==> src/common/dtc_pkg.sv <==
package dtc_pkg;
	localparam int NUM_CH = 8;
	localparam int NUM_LANES = 4;
	localparam int WORD_W = 10;
	localparam int LOW_W = 8;
	localparam int HIGH_W = 2;
	localparam int REG_W = 16;
	localparam int ADDR_W = 8;
	localparam int CNT_W = 8;
	localparam int BS_W = 3;
	localparam int PRBS_W = 15;
	localparam int PRBS_TAP_A = 14;
	localparam int PRBS_TAP_B = 13;

	// Register addresses
	localparam logic [ADDR_W-1:0] ADDR_BLACKCAL = 8'h80;
	localparam logic [ADDR_W-1:0] ADDR_CAL_FAULT = 8'h89;
	localparam logic [ADDR_W-1:0] ADDR_RSVD_A = 8'h8A;
	localparam logic [ADDR_W-1:0] ADDR_RSVD_B = 8'h8B;
	localparam logic [ADDR_W-1:0] ADDR_RSVD_C = 8'h8C;
	localparam logic [ADDR_W-1:0] ADDR_RSVD_ONES = 8'h8D;
	localparam logic [ADDR_W-1:0] ADDR_TEST_CFG = 8'h90;
	localparam logic [ADDR_W-1:0] ADDR_PAT_LOW01 = 8'h92;
	localparam logic [ADDR_W-1:0] ADDR_PAT_LOW23 = 8'h93;
	localparam logic [ADDR_W-1:0] ADDR_PAT_HIGH = 8'h96;

	// Reset and fixed values
	localparam logic [REG_W-1:0] BLACKCAL_RST = 16'h4008;
	localparam logic [REG_W-1:0] TEST_CFG_RST = 16'h0000;
	localparam logic [REG_W-1:0] PAT_LOW01_RST = 16'h0100;
	localparam logic [REG_W-1:0] PAT_LOW23_RST = 16'h0302;
	localparam logic [REG_W-1:0] PAT_HIGH_RST = 16'h0000;
	localparam logic [REG_W-1:0] RSVD_ONES_VAL = 16'hFFFF;
	localparam logic [REG_W-1:0] RSVD_ZERO_VAL = 16'h0000;
	localparam logic [PRBS_W-1:0] PRBS_SEED = 15'h7FFF;

	// Field positions and widths
	localparam int TC_PAT_EN = 0;
	localparam int TC_INC = 1;
	localparam int TC_PRBS = 2;
	localparam int TC_FRAME = 3;
	localparam int TC_W = 4;
	localparam int BS_LSB = 8;
	localparam int HIGH_FIELD_W = NUM_LANES * HIGH_W;
endpackage

==> src/rtl/dtc_lane_gen.sv <==
`timescale 1ns/1ps
module dtc_lane_gen
#(
	parameter logic [dtc_pkg::PRBS_W-1:0] SEED = dtc_pkg::PRBS_SEED
)
(
	input wire logic clk,
	input wire logic rstn,
	input wire logic active,
	input wire logic incMode,
	input wire logic prbsMode,
	input wire logic advance,
	input wire logic [dtc_pkg::WORD_W-1:0] loadValue,
	output logic [dtc_pkg::WORD_W-1:0] word
);
	import dtc_pkg::*;

	logic [WORD_W-1:0] count_reg;
	logic [PRBS_W-1:0] lfsr_reg;

	// Ramp restarts from the programmed value whenever not ramping
	always_ff @(posedge clk or negedge rstn)
	begin
		if (!rstn)
			count_reg <= '0;
		else if (!active || !incMode)
			count_reg <= loadValue;
		else if (advance)
			count_reg <= WORD_W'(count_reg + 1'b1);
	end

	// One LFSR step per emitted word
	always_ff @(posedge clk or negedge rstn)
	begin
		if (!rstn)
			lfsr_reg <= SEED;
		else if (prbsMode && advance)
			lfsr_reg <= {lfsr_reg[PRBS_W-2:0], lfsr_reg[PRBS_TAP_A] ^ lfsr_reg[PRBS_TAP_B]};
	end

	// Constant mode shows the programmed value at once, so a rewrite is seen next word
	assign word = prbsMode ? lfsr_reg[WORD_W-1:0] : (incMode ? count_reg : loadValue);

	prbs_live_a: assert property (@(posedge clk) disable iff (!rstn) prbsMode |-> lfsr_reg != '0) else $error("PRBS state collapsed to zero");
endmodule

==> src/rtl/dtc_test_cal_status.sv <==
`timescale 1ns/1ps
module dtc_test_cal_status
(
	input wire logic clk,
	input wire logic rstn,
	input wire logic regWrEn,
	input wire logic regRdEn,
	input wire logic [dtc_pkg::ADDR_W-1:0] regAddr,
	input wire logic [dtc_pkg::REG_W-1:0] regWrData,
	output logic [dtc_pkg::REG_W-1:0] regRdData,
	input wire logic blackCalStart,
	input wire logic blackCalEnd,
	input wire logic [dtc_pkg::NUM_CH-1:0] blackSample,
	input wire logic [dtc_pkg::NUM_LANES*dtc_pkg::WORD_W-1:0] pixData,
	input wire logic pixValid,
	input wire logic frameIn,
	input wire logic lineIn,
	output logic [dtc_pkg::NUM_LANES*dtc_pkg::WORD_W-1:0] dataOut,
	output logic dataValid,
	output logic frameOut,
	output logic lineOut
);
	import dtc_pkg::*;

	logic [REG_W-1:0] blackCal_reg;
	logic [TC_W-1:0] testCfg_reg;
	logic [REG_W-1:0] patLow01_reg;
	logic [REG_W-1:0] patLow23_reg;
	logic [HIGH_FIELD_W-1:0] patHigh_reg;
	logic [NUM_CH-1:0] calFault_reg;
	logic [NUM_CH-1:0] calFault_next;
	logic [CNT_W-1:0] sampleCnt_reg [NUM_CH];
	logic [CNT_W-1:0] reqCount;
	logic [REG_W-1:0] rdValue;
	logic [NUM_LANES*WORD_W-1:0] patWords;
	logic [NUM_LANES*WORD_W-1:0] constWords;
	logic [2*REG_W-1:0] lowBytes;
	logic cfgPatEn;
	logic cfgInc;
	logic cfgPrbs;
	logic cfgFrame;
	logic patActive;
	logic wordSlot;

	function automatic logic isWrite(input logic [ADDR_W-1:0] target);
		isWrite = regWrEn && (regAddr == target);
	endfunction

	assign cfgPatEn = testCfg_reg[TC_PAT_EN];
	assign cfgInc = testCfg_reg[TC_INC];
	assign cfgPrbs = testCfg_reg[TC_PRBS];
	assign cfgFrame = testCfg_reg[TC_FRAME];

	// Configuration registers
	always_ff @(posedge clk or negedge rstn)
	begin
		if (!rstn)
		begin
			blackCal_reg <= BLACKCAL_RST;
			testCfg_reg <= TEST_CFG_RST[TC_W-1:0];
			patLow01_reg <= PAT_LOW01_RST;
			patLow23_reg <= PAT_LOW23_RST;
			patHigh_reg <= PAT_HIGH_RST[HIGH_FIELD_W-1:0];
		end
		else
		begin
			if (isWrite(ADDR_BLACKCAL))
				blackCal_reg <= regWrData;
			if (isWrite(ADDR_TEST_CFG))
				testCfg_reg <= regWrData[TC_W-1:0];
			if (isWrite(ADDR_PAT_LOW01))
				patLow01_reg <= regWrData;
			if (isWrite(ADDR_PAT_LOW23))
				patLow23_reg <= regWrData;
			if (isWrite(ADDR_PAT_HIGH))
				patHigh_reg <= regWrData[HIGH_FIELD_W-1:0];
		end
	end

	// Read mux
	always_comb
	begin
		unique case (regAddr)
			ADDR_BLACKCAL: rdValue = blackCal_reg;
			ADDR_CAL_FAULT: rdValue = {{(REG_W-NUM_CH){1'b0}}, calFault_reg};
			ADDR_RSVD_ONES: rdValue = RSVD_ONES_VAL;
			ADDR_TEST_CFG: rdValue = {{(REG_W-TC_W){1'b0}}, testCfg_reg};
			ADDR_PAT_LOW01: rdValue = patLow01_reg;
			ADDR_PAT_LOW23: rdValue = patLow23_reg;
			ADDR_PAT_HIGH: rdValue = {{(REG_W-HIGH_FIELD_W){1'b0}}, patHigh_reg};
			default: rdValue = RSVD_ZERO_VAL;
		endcase
	end

	always_ff @(posedge clk or negedge rstn)
	begin
		if (!rstn)
			regRdData <= RSVD_ZERO_VAL;
		else if (regRdEn)
			regRdData <= rdValue;
	end

	// Black sample counting per channel
	assign reqCount = CNT_W'(1) << blackCal_reg[BS_LSB +: BS_W];

	genvar ch;
	generate
		for (ch = 0; ch < NUM_CH; ch++)
		begin : g_cal
			always_ff @(posedge clk or negedge rstn)
			begin
				if (!rstn)
					sampleCnt_reg[ch] <= '0;
				else if (blackCalStart)
					sampleCnt_reg[ch] <= '0;
				else if (blackSample[ch] && sampleCnt_reg[ch] != '1)
					sampleCnt_reg[ch] <= CNT_W'(sampleCnt_reg[ch] + 1'b1);
			end
			assign calFault_next[ch] = sampleCnt_reg[ch] < reqCount;
		end
	endgenerate

	// Fault flags are re-judged at the end of each calibration window
	always_ff @(posedge clk or negedge rstn)
	begin
		if (!rstn)
			calFault_reg <= '0;
		else if (blackCalEnd)
			calFault_reg <= calFault_next;
	end

	// Pattern sources
	assign patActive = cfgPatEn || cfgPrbs;
	assign wordSlot = cfgFrame ? pixValid : 1'b1;
	assign lowBytes = {patLow23_reg, patLow01_reg};

	genvar ln;
	generate
		for (ln = 0; ln < NUM_LANES; ln++)
		begin : g_lane
			assign constWords[ln*WORD_W +: WORD_W] =
				{patHigh_reg[ln*HIGH_W +: HIGH_W], lowBytes[ln*LOW_W +: LOW_W]};
			dtc_lane_gen #(.SEED(PRBS_SEED ^ PRBS_W'(ln))) u_gen
			(
				.clk(clk),
				.rstn(rstn),
				.active(patActive),
				.incMode(cfgInc),
				.prbsMode(cfgPrbs),
				.advance(patActive && wordSlot),
				.loadValue(constWords[ln*WORD_W +: WORD_W]),
				.word(patWords[ln*WORD_W +: WORD_W])
			);
		end
	endgenerate

	// Output stage
	always_ff @(posedge clk or negedge rstn)
	begin
		if (!rstn)
		begin
			dataOut <= '0;
			dataValid <= 1'b0;
			frameOut <= 1'b0;
			lineOut <= 1'b0;
		end
		else if (!patActive)
		begin
			dataOut <= pixData;
			dataValid <= pixValid;
			frameOut <= frameIn;
			lineOut <= lineIn;
		end
		else if (cfgFrame)
		begin
			dataOut <= patWords;
			dataValid <= pixValid;
			frameOut <= frameIn;
			lineOut <= lineIn;
		end
		else
		begin
			dataOut <= patWords;
			dataValid <= 1'b1;
			frameOut <= 1'b0;
			lineOut <= 1'b0;
		end
	end

	fault_judge_a: assert property (@(posedge clk) disable iff (!rstn)
		blackCalEnd |=> calFault_reg == $past(calFault_next))
		else $error("Fault flags not updated at calibration end");

	fault_req_a: assert property (@(posedge clk) disable iff (!rstn)
		(blackCalEnd && sampleCnt_reg[0] >= (CNT_W'(1) << blackCal_reg[BS_LSB +: BS_W]))
		|=> !calFault_reg[0])
		else $error("Channel 0 flagged despite enough samples");

	fault_read_a: assert property (@(posedge clk) disable iff (!rstn)
		(regRdEn && regAddr == ADDR_CAL_FAULT && !blackCalEnd)
		|=> regRdData == {{(REG_W-NUM_CH){1'b0}}, calFault_reg})
		else $error("Fault word read mismatch");

	normal_pass_a: assert property (@(posedge clk) disable iff (!rstn)
		(!cfgPatEn && !cfgPrbs) |=> dataOut == $past(pixData) && dataValid == $past(pixValid))
		else $error("Image data not passed through");

	const_word_a: assert property (@(posedge clk) disable iff (!rstn)
		(cfgPatEn && !cfgInc && !cfgPrbs)
		|=> dataOut[2*WORD_W-1:WORD_W] == {$past(patHigh_reg[2*HIGH_W-1:HIGH_W]),
			$past(patLow01_reg[2*LOW_W-1:LOW_W])})
		else $error("Constant pattern on lane 1 wrong");

	ramp_step_a: assert property (@(posedge clk) disable iff (!rstn)
		(cfgPatEn && cfgInc && !cfgPrbs && !cfgFrame)[*3]
		|-> dataOut[WORD_W-1:0] == WORD_W'($past(dataOut[WORD_W-1:0]) + 1'b1))
		else $error("Ramp did not step by one");

	unframed_stream_a: assert property (@(posedge clk) disable iff (!rstn)
		(patActive && !cfgFrame) |=> dataValid && !frameOut && !lineOut)
		else $error("Unframed stream not continuous");

	framed_sync_a: assert property (@(posedge clk) disable iff (!rstn)
		(patActive && cfgFrame)
		|=> frameOut == $past(frameIn) && lineOut == $past(lineIn) && dataValid == $past(pixValid))
		else $error("Framed pattern lost sync structure");
endmodule

==> config.mk <==
export PLATFORM = sky130hd
export DESIGN_NAME = dtc_test_cal_status
export DESIGN_NICKNAME = d
export VERILOG_FILES = /design/src/common/dtc_pkg.sv /design/src/rtl/dtc_lane_gen.sv /design/src/rtl/dtc_test_cal_status.sv
export SDC_FILE = /design/constraint.sdc
export NUM_CORES = 1
export LEC_CHECK = 0
export BUFFER_PORTS_ARGS = -buffer_cell sky130_fd_sc_hd__buf_2
export CORE_MARGIN = 4
export CORE_UTILIZATION = 46
export DETAILED_ROUTE_END_ITERATION = 10
export SLEW_MARGIN = 20
export SYNTH_ARGS = -nofsm -noshare
export SYNTH_HDL_FRONTEND = slang
export SYNTH_SLANG_ARGS = --single-unit
==> constraint.sdc <==
create_clock -name clk -period 3 [get_ports clk]
set_input_delay 0.6 -clock clk [delete_from_list [all_inputs] [get_ports clk]]
set_output_delay 0.6 -clock clk [all_outputs]
set_load 0.01 [all_outputs]
==> out/qor.txt <==
CP bufs+invs = 0
Post-CTS Hold Fix Bufs = 0
Bufs on Longest Clock Path = 3
Synthesis-stage register bit count = 291
Number of enable flip-flop cells after synthesis = 0
Detail Placement HPWL = 26.6 mm
Number of antenna violations at the first check in global routing = 3
First-pass GRT wire length = 61.2 mm
Async SR Flop Fraction = 1.00
Routed WL = 37.7 mm
Outcome = completed
Post-synthesis adder-cell area fraction = 0.0552
Peak supply drop = 0.000321 V
H-tree depth = 2
Fmax = 429 MHz
Buffers on Ports = 139
# Post-CTS Setup Buffers = 0
# rows = 66
Maxcap violations = 0
Tot GR Track Use = 0.207
CORE AREA = 32800 sq um
TritonCTS clock tree = yes
Largest fanout on the critical path = 10
Post_cts resized = 0
Pin count of the biggest net entering global routing = 85
DR pass1 iterations = 5
Fin crit period = 2.33 ns
Die area = 36500 sq um
Area leader, netlist = dfrtp_1
IO Count = 140
Vias per cell = 5.58
Flop-to-flop setup slack = 0.67 ns
Pwr dens = 515 nW/um^2
Area contributors post-synth = dfrtp_1 37%, dfstp_2 11%, mux2_2 7.2%
DR DRC count = 0
Sequential fraction of the synthesis area = 0.477
Internal power = 0.00677 W
Max reg flops = 64
Leakage power = 7.83 nW
Syn-to-layout area delta = 14.2%
Critical path launch point type = flip-flop
Setup crit end = calFault_reg[5]
Comb power frac = 0.092
Detailed-route via count = 11100
Slowest cell on crit path = or3b_2
Clk_skew = 0.0116 ns
Fin cells = 1996
RSZ-0062 raised after global routing = no
Worst EP required = 3.41 ns
Post-Synth XOR/XNOR Area = 0.0398
Crit path depth = 6
Grt total ovfl = 0
Critical Path Source = blackCal_reg[9]
Cell area after synthesis = 15400 sq um
Net switching power = 0.00229 W
Die width = 191 um
Relative slew slack = 0.434
Cell breakdown of the critical path = or3b_2 -> ha_1 -> a21o_1 -> a21oi_1 -> a21oi_1 -> o32ai_1
Root Buffer = clkbuf_16
Synth warn = 0
Synth top area share = 0.372
DIE HEIGHT = 191 um
Synth Instances = 1413
Netlist cell types = 68
Final Hold Fails = 0
WHS = 0.0347 ns
Final nets = 1675
Later-pin clock latency in the skew report = 0.51 ns
Crit path kind = reg -> reg
Largest family of logic cells by synthesized area = compound AO/OA/AOI/OAI gates
Number of global-route vias before repair = 11200
RD Place Congestion = 0.801
CTS Sinks = 291
R2R depth = 6
DP Cell Count = 1931
Fin crit share = 0.778
Synthesized net count = 1562
Initial Util = 0.470
Reg2reg start = blackCal_reg[9]
Switching Share = 0.253
R2r endpoint = calFault_reg[5]
Final ANT Viol Nets = 0
CTS Buf Count = 35
Hold Path Class = in -> async
Layout cells sized above 1 = 0.254
CP max stage delay = 0.65 ns
CP endpoint kind = flip-flop
Slew Limit Fails = 0
Sequential fraction of design power = 0.470
Clk slew on worst S/H paths = 0.06 ns
Clk pwr share = 0.438
Simple-gate share of the synthesized area = 0.127
Slew @ Worst Pin = 0.849 ns
CP top delay family = compound AO/OA/AOI/OAI gates
WP data arrival = 2.74 ns
Final setup violation count = 0
Post-synth top flop = dfrtp_1
Mux cell area share after synthesis = 0.134
Setup TNS Final = 0 ns
Most frequent CP cell = a21oi_1
Syn_area_per_cell = 10.9 sq um
DR iter-0 viols = 686
Post-synthesis compound-gate area fraction = 0.138
DR WL/cell = 18.9 um
==> final cells by class <==
type / instances / area, sq um
inverters: 28 / 105
clock buffers: 56 / 1020
diodes: 1 / 2.50
fillers: 2955 / 15200
multi-input cells: 1017 / 7630
well taps: 442 / 553
repair buffers: 153 / 873
clock inverters: 8 / 61.3
flip-flops and latches: 291 / 7360
==> logic make-up after synthesis <==
family,after synthesis
compound gates,325
xor+xnor,70
fa+ha+maj,68
buf+inv,105
flops,291
mux,188
simple gates,366
==> cells in the final DEF (no fill, tap or decap), types with 4 or more instances in the layout <==
master and n:
buf_2 138, mux2i_1 69, dfrtp_1 226, or3_1 10
a21o_1 35, a21oi_1 41, a211oi_1 40, buf_4 9
nor2_1 94, clkbuf_8 4, or4bb_1 4, mux2_4 10
inv_1 28, dfstp_2 62, nand3_1 31, nand4_1 19
nor3_1 9, o211ai_1 24, a31oi_1 7, o21ai_0 105
clkinv_2 4, nand2b_1 17, xor2_1 56, ha_1 68
mux2_2 99, buf_12 5, nand2_1 96, o2111ai_1 25
nor4bb_1 4, mux2_1 10, or4_1 5, clkbuf_16 36
and4_1 11, and3_1 27, and2_1 8, nor2b_1 8
o22ai_1 16, clkbuf_1 16, a2111oi_0 5, xnor2_1 14
==> cell usage after synthesis, drive strengths merged, types with 5 or more instances <==
master	instances
xor2	56
nand4	19
nor2b	8
nand3	32
and4	11
o2111ai	25
buf	31
dfrtp	229
mux2	119
nor3	10
or3	10
nor2	96
clkbuf	46
a21o	35
xnor2	14
and2	8
dfstp	62
a31oi	7
nand2	97
a2111oi	5
o22ai	16
ha	68
a211oi	40
mux2i	69
and3	27
o21ai	107
or4	6
o211ai	24
a21oi	41
nand2b	17
inv	28
==> power groups by stage <==
stage          sequential, W  clock, W  combinational [W]
2_1_floorplan        0.00428         0           0.000489
3_3_place_gp         0.00433         0           0.000833
3_5_place_dp         0.00433         0           0.000848
4_1_cts              0.00426   0.00407           0.000853
5_1_grt              0.00428   0.00424           0.000944
6_report             0.00426   0.00397           0.000837
==> worst min-delay path by stage <==
| stage | depth (start not counted) | from | slack (ns) | to |
|---|---|---|---|---|
| 2_1_floorplan | 0 | rstn | 0.30 | blackCal_reg[0] |
| 3_3_place_gp | 2 | g_lane[2].u_gen.lfsr_reg[0] | 0.48 | g_lane[2].u_gen.lfsr_reg[0] |
| 6_report | 1 | rstn | 0.03 | regRdData[0] |
| 3_5_place_dp | 2 | g_lane[0].u_gen.lfsr_reg[0] | 0.49 | g_lane[0].u_gen.lfsr_reg[0] |
| 5_1_grt | 1 | rstn | 0.07 | regRdData[0] |
| 4_1_cts | 1 | rstn | 0.06 | regRdData[0] |
==> per-stage QoR <==
| step | cell area (sq um) | util | setup WS, ns | power (W) |
|---|---|---|---|---|
| 6_report | 17600 | 0.537 | 0.666 | 0.00907 |
| 5_1_grt | 17600 | 0.537 | 0.567 | 0.00947 |
| 4_1_cts | 17600 | 0.537 | 0.681 | 0.00918 |
| 3_5_place_dp | 16500 | 0.504 | 0.339 | 0.00518 |
| 3_3_place_gp | 16500 | 0.504 | 0.460 | 0.00516 |
| 2_1_floorplan | 15400 | - | 0.873 | 0.00476 |
==> metal layers <==
layer	up-vias	GRT usage	part of all wire	wire, um
met1	5486	0.268	0.43	16100
met3	58	0.0334	0.040	1510
li1	5425	-	-	-
met4	4	0.0478	0.020	760
met2	171	0.367	0.51	19400
met5	-	0	0.00087	33
No activity file was read; power rests on OpenSTA's default activity.
